--- config.mk ---
export PLATFORM = sky130hd
export DESIGN_NAME = wdt_top
export DESIGN_NICKNAME = d
export VERILOG_FILES = /design/src/rtl/wdt_pkg.sv /design/src/rtl/wdt_top.sv
export VERILOG_INCLUDE_DIRS = /design/src /design/src/rtl
export SDC_FILE = /design/constraint.sdc
export NUM_CORES = 1
export LEC_CHECK = 0
export BUFFER_PORTS_ARGS = -buffer_cell sky130_fd_sc_hd__buf_4
export CORE_UTILIZATION = 52
export CTS_CLUSTER_SIZE = 12
export DETAILED_ROUTE_END_ITERATION = 8
export GPL_TIMING_DRIVEN = 0
export PLACE_DENSITY = 0.81
export SETUP_SLACK_MARGIN = 0.3
export SKIP_CTS_REPAIR_TIMING = 1
export SYNTH_ARGS = -nofsm -noshare
export SYNTH_HDL_FRONTEND = slang
export SYNTH_SLANG_ARGS = --single-unit
--- constraint.sdc ---
create_clock -name hclk -period 3.02 [get_ports hclk]
set_clock_uncertainty 0.15 [all_clocks]
set_input_delay 0.151 -clock hclk [delete_from_list [all_inputs] [get_ports hclk]]
set_output_delay 0.151 -clock hclk [all_outputs]
set_load 0.1 [all_outputs]
--- src/rtl/wdt_params.svh ---
// Offsets, field positions, reset values and timing counts of the watchdog.
// Assumes inclusion by bare name from the watchdog design file.
`ifndef WDT_PARAMS_SVH
`define WDT_PARAMS_SVH

`define WDT_OFF_CTRL       8'h00
`define WDT_OFF_RELOAD     8'h04
`define WDT_OFF_FEED1      8'h08
`define WDT_OFF_FEED2      8'h0C
`define WDT_OFF_STATUS     8'h10

`define WDT_KEY_FIRST      8'hA5
`define WDT_KEY_SECOND     8'h5A

`define WDT_BIT_TAP_HI     7
`define WDT_BIT_TAP_LO     5
`define WDT_BIT_RUN        2
`define WDT_BIT_TOF        1

`define WDT_RST_TAP        3'h7
`define WDT_RST_RUN        1'b1
`define WDT_RST_RELOAD     8'h00

// Smallest divisor is two to this power
`define WDT_TAP_BASE       4'h5
`define WDT_RST_PULSE_CYC  16

`endif

--- src/rtl/wdt_pkg.sv ---
// Types shared by the watchdog design.
// Assumes nothing of its surroundings.
package wdt_pkg;

    typedef enum logic {
        WDT_FEED_IDLE,
        WDT_FEED_ARMED
    } wdt_feed_state_t;

    typedef struct packed {
        logic       valid;
        logic       write;
        logic [7:0] addr;
    } wdt_ahb_ap_t;

endpackage

--- src/rtl/wdt_top.sv ---
// Watchdog timer with keyed feed sequence, AHB-Lite register slave.
// Assumes hclk domain for all inputs; timer_base_clock is a one-cycle
// enable from a divider on hclk; sys_reset_req resets the rest of the chip.
`timescale 1ns/10ps
`default_nettype none
`include "wdt_params.svh"

module wdt_top
    import wdt_pkg::*;
#(
    parameter int PRESC_W   = 13,
    parameter int CNT_W     = 8,
    parameter int RST_PULSE = `WDT_RST_PULSE_CYC
) (
    input  wire logic        hclk,
    input  wire logic        hresetn,
    input  wire logic        hsel,
    input  wire logic [31:0] haddr,
    input  wire logic [1:0]  htrans,
    input  wire logic        hwrite,
    input  wire logic [2:0]  hsize,
    input  wire logic [31:0] hwdata,
    input  wire logic        hready,
    output logic             hreadyout,
    output logic             hresp,
    output logic [31:0]      hrdata,
    input  wire logic        timer_base_clock,
    output logic             sys_reset_req,
    output logic             dog_timeout_flag
);

    // Bus slave: address phase capture, zero wait states
    wdt_ahb_ap_t     ap_next;
    wdt_ahb_ap_t     ap_reg;
    logic [31:0]     hrdata_reg;
    logic [31:0]     rdata_next;

    wire             ap_take_w = hsel & htrans[1] & hready;
    wire             acc_w     = ap_reg.valid;
    wire             wr_w      = ap_reg.valid & ap_reg.write;
    wire             wr_ctrl_w   = wr_w && (ap_reg.addr == `WDT_OFF_CTRL);
    wire             wr_reload_w = wr_w && (ap_reg.addr == `WDT_OFF_RELOAD);
    wire             wr_feed1_w  = wr_w && (ap_reg.addr == `WDT_OFF_FEED1);
    wire             wr_feed2_w  = wr_w && (ap_reg.addr == `WDT_OFF_FEED2);
    wire             key1_ok_w   = (hwdata[7:0] == `WDT_KEY_FIRST);
    wire             key2_ok_w   = (hwdata[7:0] == `WDT_KEY_SECOND);

    assign ap_next.valid = ap_take_w;
    assign ap_next.write = hwrite;
    assign ap_next.addr  = haddr[7:0];
    assign hreadyout     = 1'b1;
    assign hresp         = 1'b0;
    assign hrdata        = hrdata_reg;

    always_ff @(posedge hclk or negedge hresetn) begin
        if (!hresetn) begin
            ap_reg     <= '0;
            hrdata_reg <= 32'h0000_0000;
        end else begin
            if (hready) begin
                ap_reg <= ap_next;
            end
            if (ap_take_w && !hwrite) begin
                hrdata_reg <= rdata_next;
            end
        end
    end

    // Watchdog state
    logic [PRESC_W-1:0] presc_reg;
    logic [PRESC_W-1:0] presc_next;
    logic [CNT_W-1:0]   cnt_reg;
    logic [CNT_W-1:0]   cnt_next;
    logic [CNT_W-1:0]   reload_reg;
    logic [2:0]         tap_reg;
    logic               run_reg;
    logic               tof_reg;
    logic               tof_next;
    logic [2:0]         pend_tap_reg;
    logic               pend_run_reg;
    wdt_feed_state_t    feed_reg;
    wdt_feed_state_t    feed_next;
    logic [7:0]         rst_cnt_reg;
    logic [7:0]         rst_cnt_next;
    logic               sys_rst_reg;

    // Tap decode: low (5 + select) prescaler bits all ones marks one period
    wire [3:0]          tap_bits_w = `WDT_TAP_BASE + {1'b0, tap_reg};
    wire [PRESC_W-1:0]  tap_mask_w = ~({PRESC_W{1'b1}} << tap_bits_w);
    wire                presc_en_w = run_reg & timer_base_clock;
    wire                tick_w     = presc_en_w && ((presc_reg & tap_mask_w) == tap_mask_w);
    wire                underflow_w = tick_w && (cnt_reg == '0);

    // Feed sequencer
    wire   armed_w     = (feed_reg == WDT_FEED_ARMED);
    wire   feed_done_w = armed_w & wr_feed2_w & key2_ok_w;
    wire   violation_w = armed_w & acc_w & ~(wr_feed2_w & key2_ok_w);
    wire   autoload_w  = feed_done_w | underflow_w | violation_w;
    wire   dog_reset_w = underflow_w | violation_w;
    wire   load_or_tick_w = autoload_w | tick_w;

    always_comb begin
        feed_next = feed_reg;
        unique case (feed_reg)
            WDT_FEED_IDLE: begin
                if (wr_feed1_w && key1_ok_w) begin
                    feed_next = WDT_FEED_ARMED;
                end
            end
            WDT_FEED_ARMED: begin
                if (acc_w) begin
                    feed_next = WDT_FEED_IDLE;
                end
            end
        endcase
    end

    assign presc_next = autoload_w ? '0 :
                        presc_en_w ? PRESC_W'(presc_reg + 1'b1) : presc_reg;
    assign cnt_next   = autoload_w ? reload_reg :
                        tick_w ? CNT_W'(cnt_reg - 1'b1) : cnt_reg;
    // Set beats a coincident software clear
    assign tof_next   = dog_reset_w ? 1'b1 :
                        (wr_ctrl_w && !hwdata[`WDT_BIT_TOF]) ? 1'b0 : tof_reg;
    assign rst_cnt_next = dog_reset_w ? 8'(RST_PULSE) :
                          (rst_cnt_reg != 8'h00) ? 8'(rst_cnt_reg - 1'b1) : 8'h00;

    always_ff @(posedge hclk or negedge hresetn) begin
        if (!hresetn) begin
            presc_reg    <= '0;
            cnt_reg      <= CNT_W'(`WDT_RST_RELOAD);
            reload_reg   <= CNT_W'(`WDT_RST_RELOAD);
            tap_reg      <= `WDT_RST_TAP;
            run_reg      <= `WDT_RST_RUN;
            tof_reg      <= 1'b0;
            pend_tap_reg <= `WDT_RST_TAP;
            pend_run_reg <= `WDT_RST_RUN;
            feed_reg     <= WDT_FEED_IDLE;
            rst_cnt_reg  <= 8'h00;
            sys_rst_reg  <= 1'b0;
        end else begin
            presc_reg   <= presc_next;
            cnt_reg     <= cnt_next;
            tof_reg     <= tof_next;
            feed_reg    <= feed_next;
            rst_cnt_reg <= rst_cnt_next;
            sys_rst_reg <= (rst_cnt_next != 8'h00);
            if (wr_reload_w) begin
                reload_reg <= hwdata[CNT_W-1:0];
            end
            if (wr_ctrl_w) begin
                pend_tap_reg <= hwdata[`WDT_BIT_TAP_HI:`WDT_BIT_TAP_LO];
                pend_run_reg <= hwdata[`WDT_BIT_RUN];
            end
            if (feed_done_w) begin
                tap_reg <= pend_tap_reg;
                run_reg <= pend_run_reg;
            end
        end
    end

    assign sys_reset_req    = sys_rst_reg;
    assign dog_timeout_flag = tof_reg;

    // Read mux, selected in the address phase
    wire [7:0] ctrl_rd_w = {tap_reg, 2'b00, run_reg, tof_reg, 1'b0};
    wire [7:0] pend_rd_w = {pend_tap_reg, 2'b00, pend_run_reg, 2'b00};
    wire [7:0] ra_w      = haddr[7:0];

    assign rdata_next = (ra_w == `WDT_OFF_CTRL)   ? {24'h000000, ctrl_rd_w} :
                        (ra_w == `WDT_OFF_RELOAD) ? {24'h000000, 8'(reload_reg)} :
                        (ra_w == `WDT_OFF_STATUS) ? {16'h0000, pend_rd_w, 8'(cnt_reg)} :
                        32'h0000_0000;
endmodule
`default_nettype wire

# Word-level counts from Yosys, hierarchy flattened
# Index checks and enable logic that the tools add are counted.
[word_totals]
ff_bits = 90
elab_cells = 77
[classes]
addsub = 4
eq_ne = 8
n_shift = 1
mux = 14
n_bitwise = 16
reduce_logical = 19
[op_table]
columns = ["cell", "count"]
rows = [
  ["16-bit two-way mux", 3],
  ["8-bit two-way mux", 4],
  ["13-bit two-way mux", 2],
  ["8-bit zero test", 3],
  ["8-bit by 3-bit == test with 1-bit output, second input constant", 2],
  ["8-bit by 4-bit == test with 1-bit output, second input constant", 2],
  ["8-bit nonzero test", 2],
  ["8-bit by 1-bit subtractor with 8-bit output, second input constant", 2],
  ["13-bit by 1-bit adder with 13-bit output, second input constant", 1],
  ["13-bit bitwise AND", 1],
  ["13-bit == test", 1],
  ["13-bit NOT", 1],
  ["13-bit by 4-bit left shift with 13-bit output, first input constant", 1],
  ["1-bit bitwise AND", 9],
  ["1-bit logical AND", 9],
  ["8-bit by 5-bit == test with 1-bit output, second input constant", 1],
  ["8-bit by 7-bit == test with 1-bit output, second input constant", 1],
  ["8-bit == test, second input constant", 1],
  ["2-bit nonzero test", 3],
  ["3-bit by 3-bit adder with 4-bit output, first input constant", 1],
  ["1-bit two-way mux", 4],
  ["1-bit bitwise OR", 3],
  ["1-bit zero test", 2],
  ["1-bit NOT", 2],
  ["1-bit one-hot mux with 2 select lines", 1],
]

# Longest topological paths before layout
# Gate-level depths: netlist of run 1.
[depth]
word_depth = 10
ltp_mapped = 9

# Worst setup path before layout of run 1
# Ideal clock, no wire load.
[synth_path]
path_type = "register to register"
from = "reg tap_reg[1]"
to = "reg cnt_reg[0]"
setup_ns = 0.125
arrival_time_ns = 2.089
slack_ns = 0.656
stages_incl_launch_ff = 9
synth_period_minus_slack_ns = 2.364
path_cell_list = "dfstp_2 -> ha_1 -> nand2b_1 -> a31oi_1 -> o211ai_1 -> nand3_2 -> nand2_2 -> buf_12 -> mux2_4"
[synth_via]
elab_chain_cells = 10
word_cells_on_any_way = 11
cone_classes = "add/sub: 1; eq/ne: 1; shift: 1; mux: 1; bitwise: 4; reduce/logical: 3"
[synth_rtl]
columns = ["element", "line", "text"]
rows = [
  ["from (decl)", "wdt_top.sv:75", "logic [2:0] tap_reg;"],
  ["from (signal assigned)", "wdt_top.sv:133", "tap_reg <= `WDT_RST_TAP;"],
  ["from (signal assigned)", "wdt_top.sv:156", "tap_reg <= pend_tap_reg;"],
  ["3-bit by 3-bit adder with 4-bit output (no source line) *", "n/a", ""],
  ["13-bit by 4-bit left shift with 13-bit output *", "wdt_top.sv:89", "wire [PRESC_W-1:0] tap_mask_w = ~({PRESC_W{1'b1}} << tap_bits_w);"],
  ["13-bit NOT *", "wdt_top.sv:89", ""],
  ["13-bit bitwise AND", "wdt_top.sv:91", "wire tick_w = presc_en_w && ((presc_reg & tap_mask_w) == tap_mask_w);"],
  ["13-bit == test *", "wdt_top.sv:91", ""],
  ["1-bit logical AND *", "wdt_top.sv:91", ""],
  ["1-bit logical AND", "wdt_top.sv:92", "wire underflow_w = tick_w && (cnt_reg == '0);"],
  ["1-bit bitwise OR (2 in a row)", "wdt_top.sv:98", "wire autoload_w = feed_done_w | underflow_w | violation_w;"],
  ["8-bit two-way mux / 2-bit nonzero test (equally long branches)", "n/a", ""],
  ["to (signal assigned)", "wdt_top.sv:131", "cnt_reg <= CNT_W'(`WDT_RST_RELOAD);"],
  ["to (signal assigned)", "wdt_top.sv:143", "cnt_reg <= cnt_next;"],
  ["to (decl)", "wdt_top.sv:72", "logic [CNT_W-1:0] cnt_reg;"],
]
# Every way passes the cells marked *; elsewhere a longest branch is shown, timed or not.
# A chain may end at the register's enable or synchronous reset.

# Final worst setup path of run 1
[layout_path]
from = "reg tap_reg[1]"
to = "reg cnt_reg[3]"
# The elaborated chain is that of the path after synthesis.

==> impl_results.md, run 1 <==
* DRT iter0 DRCs at 169
* Logic gate share of total power at 0.194
* Die Height at ~86 um
* Die footprint at roughly 7400 um^2
* Clk slew on worst S/H paths at 80 ps
* Sequential area share after synthesis at 0.481
* Number of global-route vias before repair at between 2000 and 3000
* Area growth syn-to-layout at 25.6%
* TritonCTS clock tree: done
* Main synth FF type: dfrtp_1
* Nets@finish at 514
* WL met1 at between 3000 and 4000 um
* Slew Viols, Final at 0
* Routed vias/inst at around 5.2
* Top-level I/O count at 111
* Hold_ws at 202 ps
* Clk sinks at 70
* Rows at 30
* Hold Crit Class: in -> reg
* Syn Area/Cell at roughly 11 um^2
* Grt ovf at 0
* Max FFs per register at 13
* VDD IR max at 0.395 mV
* Slew margin rel. at 0.423
* Final Util at 0.677
* Synth Instances at 339
* Crit start category: flip-flop
* Yosys warns at 0
* Largest net degree at the start of global routing at 71
* Fill cells at ~470
* Core area at around 6800 um^2
* Horiz. Die Dim at 85.9 um
* GRT Overall Usage at 0.223
* CTS H-tree depth at 3
* Sw Share at 0.305
* Crit path max-delay family: simple AND/OR/NAND/NOR gates
* Status: completed
* Critical Path RT at a little over 3000 ps
* ANT cells at 0
* Max Cap Viol at 0
* Highest layer used for signal routing: met4
* Routed len/inst at 15.4 um
* Register bit total from synthesis at 70
* Metal2 WL at around 4300 um
* First-pass GRT wire length at ~13000 um
* CP Class: reg -> reg
* Clock network fraction of design power at 0.354
* Critical Path Fanout Max at 10
* Hpwl dp at ~5400 um
* Final setup vio count at 0
* Achievable Freq at 399 MHz
* Slowest Stage Delay on Critical Path at about 630 ps
* DR WL met3 at between 400 and 500 um
* PortBufs at 35
* Unrepaired setup endpoints after global routing: false
* Leakage power at roughly 2.1 nW
* Worst skew pair latency at 350 ps
* Final WL at 8210 um
* CP endpoint kind: flip-flop
* Fin crit share at 0.830
* Power Density at ~520 nW/um^2
* Final Hold Viols at 0
* Buf/Inv on CP at 2
* Post-synth EDFFs at 0
* Seq pwr share at 0.453
* Initial antenna violation count at 0
* Final ANT Viol Nets at 0
* Via count at about 2800
* Switch Pwr at roughly 0.00074 W
* Mapped cell area at about 3700 um^2
* Setup TNS at 0 ps
* CTS root buffer: clkbuf_8
* Max clock buf depth at 2
* CP arrival at approximately 2600 ps
* Critical Path, Cell by Cell: ha_1 -> or2_2 -> a21oi_1 -> nor4b_4 -> buf_4 -> nand3_2 -> nand2_2 -> buf_12 -> mux2_4
* TritonCTS Buffers at 9
* Residual DRC at 0
* Min Clock Period, post-route at about 2500 ps
* Share of cells above drive strength 1 at 0.297
* Iteration count of the initial detailed-routing pass at 4
* Synth unique cells at between 40 and 50
* GP Congestion at between 0.8 and 0.9
* Slew @ Worst Pin at roughly 860 ps
* P_int at about 0.0017 W
* Synth async-reset ratio at 1.00
* Initial Util at 0.539
* CP max-delay cell: dfstp_2
## placed cells by master, fill, tap and decap left out, types with 2 or more instances in the layout
cell	instances
or4_1	2
clkbuf_1	6
nor3_1	8
and3_1	5
nor4_1	3
or3_1	2
nor2_1	36
a22oi_1	3
clkinv_4	2
o31ai_1	3
o21ai_0	8
dfstp_2	8
dlygate4sd3_1	21
a22o_1	5
xnor2_1	13
mux2_2	26
nor3b_1	2
conb_1	22
nand4_1	5
o211ai_1	2
mux2_4	6
nand2b_1	3
nand2_2	2
dfrtp_1	62
ha_1	7
nand3_1	13
clkbuf_8	10
nand4b_1	4
xor2_1	11
buf_4	63
nor2b_1	5
bufinv_16	2
mux2i_1	7
a21oi_1	9
or2_2	2
nor4bb_1	2
inv_1	7
nand2_1	26
## per-layer routing
layer | vias up | track usage
met2 | 91 | 0.374
met3 | 15 | 0.0722
met1 | 1363 | 0.275
met5 | - | 0
li1 | 1324 | -
met4 | 0 | 0.0621
## power by group through the flow
stage                     logic (W)  registers [W]  clock network, W
after global placement     0.000426        0.00110                 0
after floorplan            0.000325        0.00111                 0
after global routing       0.000504        0.00110          0.000912
after CTS                  0.000441        0.00109          0.000864
after detailed placement   0.000441        0.00111                 0
final                      0.000467        0.00109          0.000854
## synth_stat cells, drive strengths merged, types with 3 or more instances
cell type,count,share of area
dfstp,8,0.057
mux2,32,0.10
nand2,28,0.030
and3,5,0.0085
buf,24,0.054
nor2b,5,0.0085
nand3,15,0.025
o31ai,3,0.0061
nand4b,4,0.0096
nor2,36,0.037
ha,7,0.024
o21ai,8,0.011
xnor2,13,0.031
nand2b,3,0.0051
mux2i,7,0.019
nand4,5,0.0085
nor4,4,0.0085
a21oi,9,0.012
nor3,8,0.011
inv,7,0.0072
clkbuf,5,0.0051
a22oi,3,0.0061
a22o,5,0.012
xor2,11,0.026
dfrtp,62,0.42
## final timing paths
check,from,endpoint,slack (ps),depth (start not counted)
worst max register to register,tap_reg[1]$_DFFE_PN1P_,cnt_reg[3]$_DFFE_PN0P_,510,9
worst max-delay path,tap_reg[1]$_DFFE_PN1P_,cnt_reg[3]$_DFFE_PN0P_,510,9
worst min-delay path,hsel,hrdata[0]$_DFFE_PN0P_,200,3
min in group asynchronous,hresetn,presc_reg[3]$_DFFE_PN0P_,310,2
worst min register to register,rst_cnt_reg[0]$_DFF_PN0_,rst_cnt_reg[0]$_DFF_PN0_,320,1
max in group asynchronous,hresetn,rst_cnt_reg[4]$_DFF_PN0_,1850,2
## worst register-to-register path, cell delays in order (launching register included)
cell     delay (ps)
dfstp_2         630
ha_1            230
or2_2           120
a21oi_1          90
nor4b_4         270
buf_4           190
nand3_2         120
nand2_2         140
buf_12          150
mux2_4          300
## logic make-up after synthesis
group	share of synthesized area
flip-flops	0.481
other	0.00205
AND/OR/NAND/NOR	0.186
AO/OA/AOI/OAI	0.0605
buffers and inverters	0.0659
multiplexers	0.124
XOR/XNOR	0.0574
adder cells (fa/ha/maj)	0.0239
## through the flow
step / setup slack [ps] / cells / total power (W) / area (um^2)
4_1_cts: 270 / 506 / 0.00239 / 4350
3_5_place_dp: 297 / 490 / 0.00155 / 4120
3_3_place_gp: 395 / 490 / 0.00153 / 4120
6_report: 512 / 533 / 0.00241 / 4600
5_1_grt: 426 / 533 / 0.00252 / 4600
2_1_floorplan: 656 / 359 / 0.00144 / 3740
## final cells by class
cell class                      instances  area (um^2)  share of cell area
Buffer                                 29          215              0.0468
Clock buffer                           11          141              0.0307
Clock inverter                          5         82.6              0.0179
Inverter                                7         26.3             0.00571
Multi-Input combinational cell        253         1740               0.377
Sequential cell                        70         1760               0.383
Tap cell                               96          120              0.0261
Timing Repair Buffer                   62          518               0.113
Note: power is estimated with default switching activity, not from simulation.
==> run 2, diff against run 1 <==
--- a/config.mk
+++ b/config.mk
@@ -6,12 +6,13 @@
 export SDC_FILE = /design/constraint.sdc
 export NUM_CORES = 1
 export LEC_CHECK = 0
+export ABC_AREA = 1
 export BUFFER_PORTS_ARGS = -buffer_cell sky130_fd_sc_hd__buf_4
-export CORE_UTILIZATION = 52
+export CORE_UTILIZATION = 48
 export CTS_CLUSTER_SIZE = 12
 export DETAILED_ROUTE_END_ITERATION = 8
 export GPL_TIMING_DRIVEN = 0
-export PLACE_DENSITY = 0.81
+export PLACE_DENSITY = 0.77
 export SETUP_SLACK_MARGIN = 0.3
 export SKIP_CTS_REPAIR_TIMING = 1
 export SYNTH_ARGS = -nofsm -noshare
==> constraint.sdc (replaced) <==
create_clock -name hclk -period 2.2 [get_ports hclk]
set_clock_uncertainty 0.15 [all_clocks]
set_input_delay 0.11 -clock hclk [delete_from_list [all_inputs] [get_ports hclk]]
set_output_delay 0.11 -clock hclk [all_outputs]
set_load 0.1 [all_outputs]
==> run 2 against run 1 <==
Critical path depth is 1 higher. Highest routed layer unchanged. Die area up 16%. Final area up 12%. Sequential cell count unchanged. Via count up 25%. Cell count rose by 31%. Total power is 84% higher.
==> impl_results.md, run 2 <==
* Top cells by instance count after synthesis: 114 x nand2_1, 62 x dfrtp_1, 56 x inv_1, 56 x nor2_1, 34 x o21ai_0
* ANT cells at 0
* Fill cells at 636
* Nets@finish at approximately 670
* Hold path endpoint: ap_reg[3]$_DFFE_PN0P_
* Synth unique cells at 39
* Slew margin rel. at 0.417
* Worst skew pair latency at around 340 ps
* CTS root buffer: clkbuf_8
* TritonCTS Buffers at 9
* CTS H-tree depth at 3
* Final setup vio count at 0
* Synth top area share at 0.393
* DRT iter0 DRCs at 176
* Fin crit share at 0.961
* FF-to-FF Start: tap_reg[0]$_DFFE_PN1P_
* Hold Path Origin: hready
* Post-synth top area cell: dfrtp_1
* Slew @ Worst Pin at about 870 ps
* Residual DRC at 0
* Setup WS pre-CTS at 80.7 ps
* Most frequent cells in the layout: 105 x nand2_1, 64 x buf_4, 62 x dfrtp_1, 55 x inv_1, 46 x nor2_1
* Area growth syn-to-layout at 30.2%
* Crit start category: flip-flop
* Final ANT Viol Nets at 0
* Mapped cell area at between 3000 and 4000 um^2
* Area contributors post-synth: dfrtp_1 39%, nand2_1 11%, dfstp_2 5.3%, inv_1 5.3%, nor2_1 5.3%
* Iteration count of the initial detailed-routing pass at 5
* Register bit total from synthesis at 70
* Achievable Freq at 473 MHz
* Largest net degree at the start of global routing at 71
* Share of cells above drive strength 1 at 0.279
* Clk slew on worst S/H paths at 80 ps
* Min Clock Period, post-route at 2110 ps
* Hold Crit Class: in -> reg
* Critical Path RT at between 2000 and 2500 ps
* GP Congestion at between 0.8 and 0.9
* Horiz. Die Dim at 92.7 um
* Synth async-reset ratio at 1.00
* Unrepaired setup endpoints after global routing: true
* TritonCTS clock tree: done
* Clk sinks at 70
* Top-level I/O count at around 110
* Routed vias/inst at ~5.0
* Status: completed
* CP endpoint kind: flip-flop
* Crit Reg-Reg Endpoint: presc_reg[2]$_DFFE_PN0P_
* Number of global-route vias before repair at slightly above 3000
* Worst r2r path cells at 10
* Leakage power at 2.52 nW
* Final Util at 0.655
* Sequential area share after synthesis at 0.446
* Die footprint at 8600 um^2
* Final WL at between 8000 and 9000 um
* Max clock buf depth at 2
* Post-synth EDFFs at 0
* Rows at 32
* VDD IR max at about 0.55 mV
* Power Density at roughly 860 nW/um^2
* Cell Area, Placed at ~4400 um^2
* CP Class: reg -> reg
* Reg area at between 1500 and 2000 um^2
* Hold path depth at 4
* Initial Util at 0.503
* Most instantiated library cell after synthesis: nand2_1
* Hpwl dp at between 6000 and 7000 um
* Syn Area/Cell at between 8 and 9 um^2
* Via count at 3484
* Grt ovf at 0
* Slack of the critical path at approximately 86 ps
* Slew Viols, Final at 0
* Worst reg2reg setup slack at about 86 ps
* Critical Path Fanout Max at 10
* Commonest non-fill, non-tap cell in the layout: nand2_1
* Design area at 5140 um^2
* CP arrival at 2200 ps
* Max FFs per register at 13
* Die Height at about 93 um
* Final Hold Viols at 0
* Core area at 7850 um^2
* GRT Overall Usage at 0.205
* Yosys warns at 0
* Routed len/inst at between 10 and 15 um
* Initial antenna violation count at 0
* Max Cap Viol at 0
* Main synth FF type: dfrtp_1
* First-pass GRT wire length at 13900 um
* Synth Instances at 489
* Area of the multi-input gates at around 1900 um^2
* Hold_ws at 1.70 ps
* PortBufs at 36
-- run 2: layout make-up --
cell class                      count  share of cell area
Sequential cell                    70               0.343
Timing Repair Buffer               70               0.117
Clock buffer                       11              0.0275
Buffer                             30              0.0450
Tap cell                          102              0.0248
Inverter                           64              0.0479
Clock inverter                      5              0.0207
Multi-Input combinational cell    345               0.375
-- run 2: report_power, final --
part	total (W)	switching (W)	leakage, nW	internal, W
logic	0.00145	0.000916	1.55	0.000531
clock network	0.00128	0.000490	0.120	0.000787
registers	0.00172	0.000198	0.853	0.00152
-- run 2: worst max-delay path by stage --
stage                                          end  cells past startpoint                   start
after floorplan             cnt_reg[5]$_DFFE_PN0P_                     11  tap_reg[1]$_DFFE_PN1P_
after global placement    rst_cnt_reg[2]$_DFF_PN0_                     11  tap_reg[1]$_DFFE_PN1P_
after detailed placement  rst_cnt_reg[2]$_DFF_PN0_                     11  tap_reg[1]$_DFFE_PN1P_
after CTS                 rst_cnt_reg[2]$_DFF_PN0_                     12  tap_reg[1]$_DFFE_PN1P_
after global routing        cnt_reg[7]$_DFFE_PN0P_                     11  tap_reg[0]$_DFFE_PN1P_
final                     presc_reg[2]$_DFFE_PN0P_                     10  tap_reg[0]$_DFFE_PN1P_
-- run 2: cells by family after synthesis --
kind of cell	count (synthesis)	share of synthesized area
other	2	0.00190
adders and majority gates	7	0.0222
buffers and inverters	94	0.118
DFF	70	0.446
and+or+nand+nor	241	0.296
xor gates and xnor gates	13	0.0288
AOI/OAI and AO/OA	61	0.0849
muxes	1	0.00285
-- run 2: through the flow --
| step | setup TNS (ps) | std cells | power (W) |
|---|---|---|---|
| final | 0 | 697 | 0.00445 |
| after global routing | -175 | 697 | 0.00469 |
| after CTS | 0 | 663 | 0.00430 |
| after detailed placement | 0 | 647 | 0.00301 |
| after global placement | 0 | 647 | 0.00297 |
| after floorplan | 0 | 509 | 0.00273 |
-- run 2: metal layers --
| metal | part of all wire | GRT usage | vias to the layer above | routed length, um |
|---|---|---|---|---|
| met5 | 0 | 0 | - | 0 |
| met4 | 0.0078 | 0.0423 | 0 | 70 |
| met2 | 0.51 | 0.341 | 83 | 4550 |
| met1 | 0.43 | 0.270 | 1670 | 3870 |
| met3 | 0.052 | 0.0550 | 9 | 465 |
| li1 | - | - | 1722 | - |
-- run 2: worst max-delay path, stage by stage, from the launching register on --
cell and delay (ps):
dfstp_2 640, ha_4 230, nand2_2 70, nand3_2 60
nand2_2 70, nand3_2 90, nor2_4 150, nand3_4 160
nand3_4 150, buf_8 170, nor3b_2 60
